## src/logic/cms_pkg.sv

```systemverilog
// constants, types and decode helpers for the counter mode sequencer
package cms_pkg;

    // ----------------------------------------------------------------
    // widths and types
    // ----------------------------------------------------------------
    localparam int DATA_W = 16;
    localparam int ADDR_W = 3;

    typedef logic [DATA_W-1:0] cms_word_t;
    typedef logic [ADDR_W-1:0] cms_addr_t;

    // ----------------------------------------------------------------
    // register offsets
    // ----------------------------------------------------------------
    localparam cms_addr_t REG_MODE   = 3'h0;
    localparam cms_addr_t REG_LOAD   = 3'h1;
    localparam cms_addr_t REG_HOLD   = 3'h2;
    localparam cms_addr_t REG_CMD    = 3'h3;
    localparam cms_addr_t REG_STATUS = 3'h4;
    localparam cms_addr_t REG_COUNT  = 3'h5;

    // ----------------------------------------------------------------
    // reset values
    // ----------------------------------------------------------------
    localparam cms_word_t MODE_RST  = 16'h0000;
    localparam cms_word_t LOAD_RST  = 16'h0000;
    localparam cms_word_t HOLD_RST  = 16'h0000;
    localparam cms_word_t COUNT_RST = 16'h0000;
    localparam cms_word_t COUNT_ONE = 16'h0001;
    localparam cms_word_t READ_IDLE = 16'h0000;

    // ----------------------------------------------------------------
    // mode register fields
    // ----------------------------------------------------------------
    localparam int MODE_GATE_LSB   = 13;
    localparam int MODE_RR_LSB     = 5;
    localparam int MODE_TOGGLE_BIT = 4;
    localparam int SEL_W           = 3;

    // gating_select_bits layout
    localparam int GSEL_GATED_BIT = 2;
    localparam int GSEL_EDGE_BIT  = 1;
    localparam int GSEL_LOW_BIT   = 0;

    // reload_repeat_select_bits layout
    localparam int RR_REPEAT_BIT = 0;
    localparam int RR_ALT_BIT    = 1;

    // ----------------------------------------------------------------
    // command and status bits
    // ----------------------------------------------------------------
    localparam int CMD_ARM_BIT    = 0;
    localparam int CMD_DISARM_BIT = 1;
    localparam int CMD_LOAD_BIT   = 2;

    localparam int ST_ARMED_BIT    = 0;
    localparam int ST_TRIG_BIT     = 1;
    localparam int ST_TC_BIT       = 2;
    localparam int ST_OUT_BIT      = 3;
    localparam int ST_USE_HOLD_BIT = 4;

    // ----------------------------------------------------------------
    // gating decode
    // ----------------------------------------------------------------
    function automatic logic gate_is_level(input logic [SEL_W-1:0] gsel);
        gate_is_level = gsel[GSEL_GATED_BIT] & ~gsel[GSEL_EDGE_BIT];
    endfunction : gate_is_level

    function automatic logic gate_is_edge(input logic [SEL_W-1:0] gsel);
        gate_is_edge = gsel[GSEL_GATED_BIT] & gsel[GSEL_EDGE_BIT];
    endfunction : gate_is_edge

endpackage : cms_pkg

```

## src/logic/cms_edge_if.sv

```systemverilog
// edge and level events passed from the input conditioner to the sequencer
`timescale 1ns/10ps
interface cms_edge_if;
    logic src_edge;
    logic gate_edge;
    logic gate_level;

    modport cond (output src_edge, output gate_edge, output gate_level);
    modport seq  (input src_edge, input gate_edge, input gate_level);
endinterface : cms_edge_if

```

## src/logic/cms_edge_cond.sv

```systemverilog
// source and gate conditioner: active-going edge pulses and gate level
`timescale 1ns/10ps
module cms_edge_cond
    import cms_pkg::*;
(
    input  wire logic clk,
    input  wire logic nrst,
    input  wire logic source,
    input  wire logic gate,
    input  wire logic gate_active_low,
    cms_edge_if.cond  ev
);
    logic src_prev_q;
    logic gate_prev_q;
    logic gate_lvl;

    // ----------------------------------------------------------------
    // edge detection
    // ----------------------------------------------------------------
    // a polarity change can fake one gate edge; software should reprogram while disarmed
    assign gate_lvl = gate ^ gate_active_low;

    always_ff @(posedge clk) begin
        if (!nrst) begin
            src_prev_q  <= 1'b1;
            gate_prev_q <= 1'b1;
        end else begin
            src_prev_q  <= source;
            gate_prev_q <= gate_lvl;
        end
    end

    // inactive-going transitions never produce an event
    assign ev.src_edge   = source & ~src_prev_q;
    assign ev.gate_edge  = gate_lvl & ~gate_prev_q;
    assign ev.gate_level = gate_lvl;

endmodule : cms_edge_cond

```

## src/logic/cms_seq.sv

```systemverilog
// counter mode sequencer: arming, gating, terminal count and reload selection
//
// Functional notes
// edge-triggered strobe ignores gate edges while the counter is disarmed.
// after the trigger edge, counting starts on the next source edge until terminal count.
// strobe reloads from load and disarms at terminal count; restart needs arm then edge.
// once triggered, the gate is ignored for the rest of the cycle.
// ungated rate generator ignores gate, repeats, reloads from load each terminal count.
// toggle option makes rate generator output a square wave.
// level-gated rate generator counts only source edges while gate is active.
// one-shot: gate edge on armed counter starts; reload from load and stop at terminal count.
// one-shot stays armed after terminal count; gate ignored until then.
// software delayed pulse: gate ignored, hold reload first, then load and disarm.
// software should preload the counter from load before a delayed pulse cycle.
// toggled delayed pulse: initial count sets delay, hold sets pulse width.
// gated delayed pulse counts only while gate is active.
// hardware delayed pulse starts after gate edge, runs hold-then-load, then disarms.
// software must arm before applying the hardware trigger edge.
// ungated variable duty runs until disarm, alternating hold and load reloads.
// toggled variable duty output: load and hold set the two output portions.
// level-gated variable duty counts with gate active; alternation restarts at arm.
// mode comes from gating select bits and reload/repeat select bits.
// repeat bit clear disarms at cycle end; set keeps counting without re-arm.
// a counter at terminal count always counts the next source edge.
// only active-going source and gate transitions count as edges.
// hardware delayed pulse ignores the gate until the second terminal count.
// track next reload source per counter; arming selects hold.
//
// The implementer's own choices: the register offsets and the plain strobed port.
`timescale 1ns/10ps
module cms_seq
    import cms_pkg::*;
(
    input  wire logic      clk,
    input  wire logic      nrst,
    input  wire cms_addr_t addr,
    input  wire cms_word_t wdata,
    input  wire logic      wr,
    input  wire logic      rd,
    output cms_word_t      rdata,
    input  wire logic      source,
    input  wire logic      gate,
    output logic           counter_out,
    output logic           terminal_count,
    output logic           armed
);

    // ----------------------------------------------------------------
    // state
    // ----------------------------------------------------------------
    cms_word_t mode_q;
    cms_word_t load_q;
    cms_word_t hold_q;
    cms_word_t cnt_q;
    cms_word_t cnt_d;
    cms_word_t rdata_q;
    cms_word_t reload_val;
    cms_word_t status_w;
    logic      armed_q;
    logic      trig_q;
    logic      tc_q;
    logic      tc_d;
    logic      out_q;
    logic      use_hold_q;

    logic [SEL_W-1:0] gating_select_bits;
    logic [SEL_W-1:0] reload_repeat_select_bits;
    logic             toggle_on_terminal_count;
    logic             repeat_bit;
    logic             alt_en;
    logic             edge_mode;
    logic             level_mode;

    logic cmd_wr;
    logic arm_cmd;
    logic disarm_cmd;
    logic load_cmd;
    logic trigger;
    logic count_en;
    logic enter_tc;
    logic leave_tc;
    logic dec_edge;
    logic reload_hold;
    logic cycle_end;

    cms_edge_if ev ();

    cms_edge_cond u_cond (
        .clk             (clk),
        .nrst            (nrst),
        .source          (source),
        .gate            (gate),
        .gate_active_low (gating_select_bits[GSEL_LOW_BIT]),
        .ev              (ev.cond)
    );

    // ----------------------------------------------------------------
    // mode decode
    // ----------------------------------------------------------------
    assign gating_select_bits        = mode_q[MODE_GATE_LSB +: SEL_W];
    assign reload_repeat_select_bits = mode_q[MODE_RR_LSB +: SEL_W];
    assign toggle_on_terminal_count  = mode_q[MODE_TOGGLE_BIT];
    assign repeat_bit                = reload_repeat_select_bits[RR_REPEAT_BIT];
    assign alt_en                    = reload_repeat_select_bits[RR_ALT_BIT];
    assign edge_mode                 = gate_is_edge(gating_select_bits);
    assign level_mode                = gate_is_level(gating_select_bits);

    // ----------------------------------------------------------------
    // commands
    // ----------------------------------------------------------------
    assign cmd_wr     = wr && (addr == REG_CMD);
    assign arm_cmd    = cmd_wr & wdata[CMD_ARM_BIT];
    assign disarm_cmd = cmd_wr & wdata[CMD_DISARM_BIT];
    assign load_cmd   = cmd_wr & wdata[CMD_LOAD_BIT];

    // ----------------------------------------------------------------
    // count qualification
    // ----------------------------------------------------------------
    // a trigger needs an armed, idle counter; later edges fall through untouched
    assign trigger = ev.gate_edge & armed_q & edge_mode & ~trig_q & ~tc_q;

    always_comb begin
        if (level_mode) begin
            count_en = armed_q & ev.gate_level;
        end else if (edge_mode) begin
            count_en = armed_q & trig_q;
        end else begin
            count_en = armed_q;
        end
    end

    // at terminal count the next source edge always counts, armed or not
    assign leave_tc = ev.src_edge & tc_q;
    assign dec_edge = ev.src_edge & ~tc_q & count_en;
    assign enter_tc = dec_edge & (cnt_q == COUNT_ONE);

    assign reload_hold = alt_en & use_hold_q;
    assign reload_val  = reload_hold ? hold_q : load_q;
    // a cycle ends on every load reload; hold reloads are mid-cycle
    assign cycle_end   = leave_tc & ~reload_hold;

    // ----------------------------------------------------------------
    // counter
    // ----------------------------------------------------------------
    // counting wins over a load command landing in the same cycle
    always_comb begin
        if (leave_tc) begin
            cnt_d = reload_val;
        end else if (dec_edge) begin
            cnt_d = cnt_q - COUNT_ONE;
        end else if (load_cmd) begin
            cnt_d = load_q;
        end else begin
            cnt_d = cnt_q;
        end
    end

    always_ff @(posedge clk) begin
        if (!nrst) begin
            cnt_q <= COUNT_RST;
        end else begin
            cnt_q <= cnt_d;
        end
    end

    // ----------------------------------------------------------------
    // terminal count and output
    // ----------------------------------------------------------------
    assign tc_d = enter_tc | (tc_q & ~leave_tc);

    always_ff @(posedge clk) begin
        if (!nrst) begin
            tc_q <= 1'b0;
        end else begin
            tc_q <= tc_d;
        end
    end

    // toggled output flips on entry to terminal count
    always_ff @(posedge clk) begin
        if (!nrst) begin
            out_q <= 1'b0;
        end else if (toggle_on_terminal_count) begin
            out_q <= out_q ^ enter_tc;
        end else begin
            out_q <= tc_d;
        end
    end

    // ----------------------------------------------------------------
    // arming
    // ----------------------------------------------------------------
    // arm wins over an automatic disarm in the same cycle
    always_ff @(posedge clk) begin
        if (!nrst) begin
            armed_q <= 1'b0;
        end else if (arm_cmd) begin
            armed_q <= 1'b1;
        end else if (disarm_cmd) begin
            armed_q <= 1'b0;
        end else if (cycle_end && !repeat_bit) begin
            armed_q <= 1'b0;
        end
    end

    // trigger latch: ends with the cycle; one-shot repeat stays armed
    always_ff @(posedge clk) begin
        if (!nrst) begin
            trig_q <= 1'b0;
        end else if (arm_cmd || disarm_cmd) begin
            trig_q <= 1'b0;
        end else if (trigger) begin
            trig_q <= 1'b1;
        end else if (cycle_end) begin
            trig_q <= 1'b0;
        end
    end

    // ----------------------------------------------------------------
    // reload source selection
    // ----------------------------------------------------------------
    always_ff @(posedge clk) begin
        if (!nrst) begin
            use_hold_q <= 1'b1;
        end else if (arm_cmd) begin
            use_hold_q <= 1'b1;
        end else if (leave_tc && alt_en) begin
            use_hold_q <= ~use_hold_q;
        end
    end

    // ----------------------------------------------------------------
    // register writes
    // ----------------------------------------------------------------
    always_ff @(posedge clk) begin
        if (!nrst) begin
            mode_q <= MODE_RST;
            load_q <= LOAD_RST;
            hold_q <= HOLD_RST;
        end else if (wr) begin
            if (addr == REG_MODE) begin
                mode_q <= wdata;
            end
            if (addr == REG_LOAD) begin
                load_q <= wdata;
            end
            if (addr == REG_HOLD) begin
                hold_q <= wdata;
            end
        end
    end

    // ----------------------------------------------------------------
    // register reads
    // ----------------------------------------------------------------
    always_comb begin
        status_w                  = READ_IDLE;
        status_w[ST_ARMED_BIT]    = armed_q;
        status_w[ST_TRIG_BIT]     = trig_q;
        status_w[ST_TC_BIT]       = tc_q;
        status_w[ST_OUT_BIT]      = out_q;
        status_w[ST_USE_HOLD_BIT] = use_hold_q;
    end

    // unmapped offsets and idle cycles read as zero
    always_ff @(posedge clk) begin
        if (!nrst) begin
            rdata_q <= READ_IDLE;
        end else if (rd) begin
            unique case (addr)
                REG_MODE:   rdata_q <= mode_q;
                REG_LOAD:   rdata_q <= load_q;
                REG_HOLD:   rdata_q <= hold_q;
                REG_STATUS: rdata_q <= status_w;
                REG_COUNT:  rdata_q <= cnt_q;
                default:    rdata_q <= READ_IDLE;
            endcase
        end else begin
            rdata_q <= READ_IDLE;
        end
    end

    assign rdata          = rdata_q;
    assign counter_out    = out_q;
    assign terminal_count = tc_q;
    assign armed          = armed_q;

    // ----------------------------------------------------------------
    // assertions
    // ----------------------------------------------------------------
    a_disarmed_gate_ignored: assert property (
        @(posedge clk) disable iff (!nrst)
        (!armed_q && !arm_cmd && ev.gate_edge) |=> !trig_q
    ) else $error("gate edge triggered a disarmed counter");

    a_trig_then_count: assert property (
        @(posedge clk) disable iff (!nrst)
        (trigger && !arm_cmd && !disarm_cmd) ##1
        (ev.src_edge && cnt_q != COUNT_ONE && armed_q)
        |=> (cnt_q == $past(cnt_q) - COUNT_ONE)
    ) else $error("first source edge after trigger not counted");

    a_strobe_end_disarm: assert property (
        @(posedge clk) disable iff (!nrst)
        (leave_tc && edge_mode && !repeat_bit && !alt_en && !arm_cmd)
        |=> (!armed_q && !trig_q && cnt_q == $past(load_q))
    ) else $error("strobe did not reload and disarm");

    a_trig_gate_hold: assert property (
        @(posedge clk) disable iff (!nrst)
        (trig_q && ev.gate_edge && !leave_tc && !arm_cmd && !disarm_cmd)
        |=> trig_q
    ) else $error("gate edge disturbed a running cycle");

    a_ungated_counts: assert property (
        @(posedge clk) disable iff (!nrst)
        (gating_select_bits == 3'h0 && armed_q && ev.src_edge && !tc_q && cnt_q != COUNT_ONE)
        |=> (cnt_q == $past(cnt_q) - COUNT_ONE)
    ) else $error("ungated counter missed a source edge");

    a_toggle_flip: assert property (
        @(posedge clk) disable iff (!nrst)
        (toggle_on_terminal_count && enter_tc) |=> (out_q != $past(out_q))
    ) else $error("toggled output did not flip at terminal count");

    a_level_gate_stall: assert property (
        @(posedge clk) disable iff (!nrst)
        (level_mode && !ev.gate_level && ev.src_edge && !tc_q && !load_cmd)
        |=> (cnt_q == $past(cnt_q))
    ) else $error("level-gated counter counted with gate inactive");

    a_oneshot_rearm: assert property (
        @(posedge clk) disable iff (!nrst)
        (leave_tc && edge_mode && repeat_bit && !alt_en && armed_q && !arm_cmd && !disarm_cmd)
        |=> (armed_q && !trig_q)
    ) else $error("one-shot did not stay armed and wait");

    a_hold_reload: assert property (
        @(posedge clk) disable iff (!nrst)
        (leave_tc && alt_en && use_hold_q && !arm_cmd)
        |=> (cnt_q == $past(hold_q) && !use_hold_q)
    ) else $error("first terminal count did not reload from hold");

    a_duty_runs_on: assert property (
        @(posedge clk) disable iff (!nrst)
        (leave_tc && alt_en && repeat_bit && armed_q && !disarm_cmd && !arm_cmd)
        |=> armed_q ##0 (use_hold_q != $past(use_hold_q))
    ) else $error("variable duty cycle stopped or did not alternate");

    a_tc_always_left: assert property (
        @(posedge clk) disable iff (!nrst)
        (tc_q && ev.src_edge) |=> !tc_q
    ) else $error("terminal count not left on source edge");

    a_arm_selects_hold: assert property (
        @(posedge clk) disable iff (!nrst)
        arm_cmd |=> (use_hold_q && armed_q)
    ) else $error("arm did not restart reload alternation");

endmodule : cms_seq

```

## config.mk

```make
export PLATFORM = sky130hd
export DESIGN_NAME = cms_seq
export DESIGN_NICKNAME = d
export VERILOG_FILES = /design/src/logic/cms_pkg.sv /design/src/logic/cms_edge_if.sv /design/src/logic/cms_edge_cond.sv /design/src/logic/cms_seq.sv
export SDC_FILE = /design/constraint.sdc
export NUM_CORES = 1
export LEC_CHECK = 0
export BUFFER_PORTS_ARGS = -buffer_cell sky130_fd_sc_hd__buf_2
export CORE_MARGIN = 3
export CORE_UTILIZATION = 53
export DETAILED_ROUTE_END_ITERATION = 12
export PLACE_DENSITY = 0.76
export SETUP_SLACK_MARGIN = 0.3
export SLEW_MARGIN = 20
export SYNTH_ARGS = -nofsm -noshare
export SYNTH_HDL_FRONTEND = slang
export SYNTH_SLANG_ARGS = --single-unit
```

## constraint.sdc

```tcl
create_clock -name clk -period 1.7 [get_ports clk]
set_input_delay 0.34 -clock clk [delete_from_list [all_inputs] [get_ports clk]]
set_output_delay 0.34 -clock clk [all_outputs]
set_load 0.02 [all_outputs]
```

==> impl_metrics.json, run 1 <==
{
  "grt_pass1_wl_um": 22710,
  "path_max_fanout": 4,
  "drt-wirelength-per-cell_um": 19.42,
  "drtPass1Iterations": 5,
  "cts_buffers": 9,
  "clock_skew_ps": 12.33,
  "io_pins": 44,
  "avgViaCountPerCell": 6.054,
  "cts_tree": "built",
  "arrival_ps": 2060,
  "synth_seq_cells": 87,
  "n_antenna_cell": 0,
  "wl_um": 14390,
  "area_delta_synth_final_pct": 37.43,
  "overflow": 0,
  "start_util_pct": 54.99,
  "place.gp.congestion": 0.9222,
  "ir_worst_vdd_mv": 0.8825,
  "critPathCaptureType": "register",
  "clock-sinks": 87,
  "syn_nets": 555,
  "crit_path_start_kind": "register",
  "antenna_found_initial": 0,
  "powerDensity_nw_per_um2": 695.5,
  "drv_cap": 0,
  "status": "finished with violations",
  "setup_ws_ps": -107.1,
  "setup_viol_count_final": 12,
  "cts.reportedPaths.clkPinSlew_ps": 100,
  "cts_root_buf": "clkbuf_8",
  "min_path_cells": 3,
  "nets": 661,
  "die_w_um": 95.78,
  "final_util_pct": 75.58,
  "worstSetupPathType": "reg2reg",
  "r2r_cells": 7,
  "layout-drive-gt1-share_pct": 37.56,
  "worstMarginPinSlew_ps": 471.3,
  "place_hpwl_um": 10350,
  "whs_ps": 229.9,
  "clock_latency_ps": 360,
  "clock_path_buffers": 2,
  "core-area_um2": 7767,
  "port_buffers": 43,
  "pre_cts_ws_ps": -154.4,
  "synth_edf_count": 0,
  "avgSynthCellArea_um2": 8.090,
  "grt_pass1_vias": 4202,
  "crit_required_ps": 1950,
  "relSlewSlack_pct": 68.58,
  "ant_nets": 0,
  "period_minus_slack_ps": 1807,
  "post-route-period-util_pct": 106.3,
  "core.rowCount": 32,
  "drt_iter0_drc": 457,
  "netlist_area_um2": 4272,
  "dr_total_vias": 4486,
  "fillCellCount": 585,
  "maxSlewViolCount": 0,
  "synth_cell_types": 68,
  "cts_max_level": 3,
  "layout.cells.most_common": "nand2_1",
  "violations": "negative setup slack",
  "final_cell_mix": "nand2_1, dfxtp_1, buf_4",
  "hold_violations": 0,
  "hp-class": "in2reg",
  "rsz0062_at_grt": "true",
  "synth_ff_type": "dfxtp_1",
  "grt_max_degree": 50,
  "yosys_warnings": 0,
  "syn_inst": 528,
  "design.die.area_um2": 9173,
  "die_h_um": 95.78,
  "yosysSeqAreaShare_pct": 40.77,
  "async_flop_share_pct": 0,
  "leakage_nw": 2.249,
  "grtUsageTotal_pct": 32.67,
  "drc": 0,
  "max_freq_mhz": 553.4
}
## report_power, final
group	internal, mW	switching (mW)	leakage (nW)
registers	2.07	0.0364	0.709
logic	0.183	0.255	1.44
clock network	0.710	0.833	0.100
## worst paths after layout
check	start	endpoint	slack [ps]
max	cnt_q[1]$_SDFFE_PN0P_	cnt_q[14]$_SDFFE_PN0P_	-110
min	wdata[10]	mode_q[10]$_SDFFE_PN0P_	230
max reg2reg	cnt_q[1]$_SDFFE_PN0P_	cnt_q[14]$_SDFFE_PN0P_	-110
min reg2reg	mode_q[9]$_SDFFE_PN0P_	mode_q[9]$_SDFFE_PN0P_	470
## cells in the mapped netlist, types with 7 or more instances
master,instances,area (um2)
a211oi_1,7,52.55
nand3_1,11,55.05
mux2i_1,16,160.2
clkbuf_1,20,75.07
a22oi_1,15,112.6
o21ai_0,22,110.1
nor2_1,31,116.4
o22ai_1,7,43.79
a21oi_1,55,275.3
dfxtp_1,87,1742
nor3_1,11,55.05
nand2_1,133,499.2
## through the flow
stage	setup TNS (ps)	instance area [um2]	std cells	total power, mW
2_1_floorplan	0	4544	528	2.370
3_3_place_gp	-1010	5219	709	2.519
3_5_place_dp	-1496	5219	709	2.527
4_1_cts	-141.6	5738	740	4.055
5_1_grt	-1791	5871	741	4.200
6_report	-509.9	5871	741	4.083
## layer usage
metal	GRT usage [%]	up-vias	part of all wire [%]
met5	0	-	0
met4	9.242	0	2.0
met3	7.584	29	11
met2	49.22	240	46
met1	46.81	2113	42
li1	-	2104	-
## final cells by class
cell class                 instances  area, um2  share of cell area [%]
clock inverter                     7      85.08                   1.449
sequential                        87       1763                   30.03
multi-input combinational        398       2765                   47.10
timing repair buffer             130      973.4                   16.58
clock buffer                       9      123.9                   2.110
tap                              102      127.6                   2.174
inverter                           8      32.53                  0.5541
## worst max-delay path, cell delays in order (launching register included)
cell and delay, ps:
dfxtp_2 340, inv_2 70, ha_4 140, or4b_4 480
nor3_4 240, nand4_1 180, o21ai_1 160, o32ai_1 90
## state kept, by name, indices dropped and copies added, names as in the netlist
name / flops
u_cond.src_prev_q: 1
terminal_count: 1
load_q: 16
u_cond.gate_prev_q: 1
rdata: 16
use_hold_q: 1
cnt_q: 16
hold_q: 16
counter_out: 1
trig_q: 1
mode_q: 16
armed: 1
## logic make-up (layout without fill, tap and decap cells)
kind of cell	Yosys count	after routing	synth area share, %
AO/OA/AOI/OAI	141	142	21.32
XOR/XNOR	6	6	1.230
adder cells (fa/ha/maj)	2	2	0.5857
buffers and inverters	44	154	5.214
flip-flops	87	87	40.77
multiplexers	22	22	6.385
AND/OR/NAND/NOR	226	226	24.49
## repair_timing
action,4_1_cts,5_1_grt
pin swaps,26,17
resized for setup,44,27
gates cloned,1,0
hold buffers,0,0
setup endpoints to repair,18,22
setup buffers,14,1
Note: power is estimated with default switching activity, not from simulation.
==> run 2, diff against run 1 <==
- CORE_UTILIZATION: 53 -> 55
- CTS_BUF_LIST: default -> sky130_fd_sc_hd__clkbuf_4 sky130_fd_sc_hd__clkbuf_8
- CTS_CLUSTER_DIAMETER: default -> 60
- PLACE_DENSITY: 0.76 -> 0.78
==> run 2 against run 1 <==
Net effect: clock-buffer cell count is the same; the flow still finishes with violations (negative setup slack); critical endpoint unchanged; first-iteration DRC count shrank 2.8%; highest routed layer unchanged; die area shrank 3.4%.
==> impl_metrics.json, run 2 (same netlist as run 1, synthesis figures left out) <==
{
  "status": "finished with violations",
  "violations": "negative setup slack",
  "start_util_pct": 57.66,
  "arrival_ps": 2070,
  "power_switching_mw": 1.119,
  "final_cell_mix": "nand2_1, dfxtp_1, buf_4",
  "path_max_fanout": 4,
  "layout.cells.most_common": "nand2_1",
  "area_delta_synth_final_pct": 36.03,
  "io_pins": 44,
  "whs_ps": 226.3,
  "fillCellCount": 527,
  "final_util_pct": 78.43,
  "grt_pass1_vias": 4189,
  "crit_path_start_kind": "register",
  "clock_skew_ps": 13.11,
  "grtUsageTotal_pct": 33.71,
  "drc": 0,
  "multi_input_area_um2": 2696,
  "worstMarginPinSlew_ps": 407.7,
  "clock_latency_ps": 360,
  "nets": 661,
  "swShare_pct": 26.52,
  "critPathCaptureType": "register",
  "pre_cts_ws_ps": -153.1,
  "drt_iter0_drc": 444,
  "hold_violations": 0,
  "place.gp.congestion": 0.9489,
  "worstSetupPathType": "reg2reg",
  "hp-class": "in2reg",
  "cts_root_buf": "clkbuf_8",
  "hold_buffers": 0,
  "crit_required_ps": 1960,
  "port_buffers": 43,
  "post-route-period-util_pct": 106.5,
  "place_hpwl_um": 10310,
  "core-area_um2": 7408,
  "powerDensity_nw_per_um2": 726.0,
  "drtPass1Iterations": 5,
  "die_h_um": 94.13,
  "cts_max_level": 3,
  "grt_max_degree": 50,
  "clock-sinks": 87,
  "ir_worst_vdd_mv": 0.5837,
  "relSlewSlack_pct": 72.75,
  "setup_ws_ps": -111.1,
  "p_int_mw": 3.100,
  "p_clk_share_pct": 40.2,
  "power_frac_seq_pct": 49.8,
  "cts_buffers": 9,
  "setup_viol_count_final": 6,
  "design.die.area_um2": 8860,
  "leakage_nw": 2.260,
  "core.rowCount": 31,
  "drt-wirelength-per-cell_um": 19.49,
  "rsz0062_at_grt": "true",
  "avgViaCountPerCell": 6.079,
  "wl_um": 14390,
  "overflow": 0,
  "drv_cap": 0,
  "max_freq_mhz": 552.2,
  "dr_total_vias": 4486,
  "layout-drive-gt1-share_pct": 36.31,
  "n_antenna_cell": 0,
  "period_minus_slack_ps": 1811,
  "total_power_mw": 4.219,
  "cts_tree": "built",
  "cts.reportedPaths.clkPinSlew_ps": 100,
  "seqCellArea_um2": 1759,
  "clock_path_buffers": 2,
  "antenna_found_initial": 0,
  "ant_nets": 0,
  "die_w_um": 94.13,
  "grt_pass1_wl_um": 22800,
  "combinationalPowerShare_pct": 10.0,
  "maxSlewViolCount": 0
}
run 2: power by group through the flow:
stage / Clock [mW] / Sequential, mW / Combinational, mW
after floorplan: 0 / 2.14 / 0.233
after global placement: 0 / 2.14 / 0.373
after detailed placement: 0 / 2.15 / 0.379
after CTS: 1.70 / 2.10 / 0.404
after global routing: 1.79 / 2.11 / 0.455
final: 1.69 / 2.10 / 0.422
run 2: final timing paths:
path                                 from                       to  slack, ps  depth (start not counted)
hold reg to reg   mode_q[12]$_SDFFE_PN0P_  mode_q[12]$_SDFFE_PN0P_        470                          2
hold / removal                   wdata[7]   load_q[7]$_SDFFE_PN0P_        230                          3
setup reg to reg    cnt_q[0]$_SDFFE_PN0P_   cnt_q[14]$_SDFFE_PN0P_       -110                          6
setup / recovery    cnt_q[0]$_SDFFE_PN0P_   cnt_q[14]$_SDFFE_PN0P_       -110                          6
run 2: worst max-delay path, cell delays in order (launching register included):
cell	delay, ps
dfxtp_4	370
inv_4	60
ha_4	140
or4b_4	480
nor3_4	210
a211oi_1	130
o32ai_1	320
run 2: cell type report:
class,count,area share [%]
multi-input combinational,397,46.40
timing repair buffer,131,16.62
clock buffer,9,2.132
sequential,87,30.28
tap,99,2.132
clock inverter,7,1.873
inverter,8,0.5599
run 2: repair_timing:
| action | CTS | global route |
|---|---|---|
| setup buffers | 10 | 5 |
| endpoints found under the setup margin | 20 | 25 |
| cloned | 0 | 0 |
| endpoints found under the hold margin | 0 | 0 |
| gates resized for setup | 39 | 18 |
| pin swaps | 24 | 9 |
run 2: metrics by stage:
step                std cells  setup TNS [ps]  cell area (um2)
floorplan                 528               0             4544
global placement          707           -1128             5210
detailed placement        707           -1588             5210
CTS                       733          -10.99             5683
global route              738          -998.7             5811
finish                    738          -273.0             5811
run 2: per-layer routing:
layer / global-route usage (%) / up-vias / wire length [um]
met5: 0 / - / 0
met4: 10.11 / 0 / 280
met3: 6.330 / 32 / 1125
met2: 50.80 / 203 / 6537
met1: 48.80 / 2157 / 6440
li1: - / 2094 / -
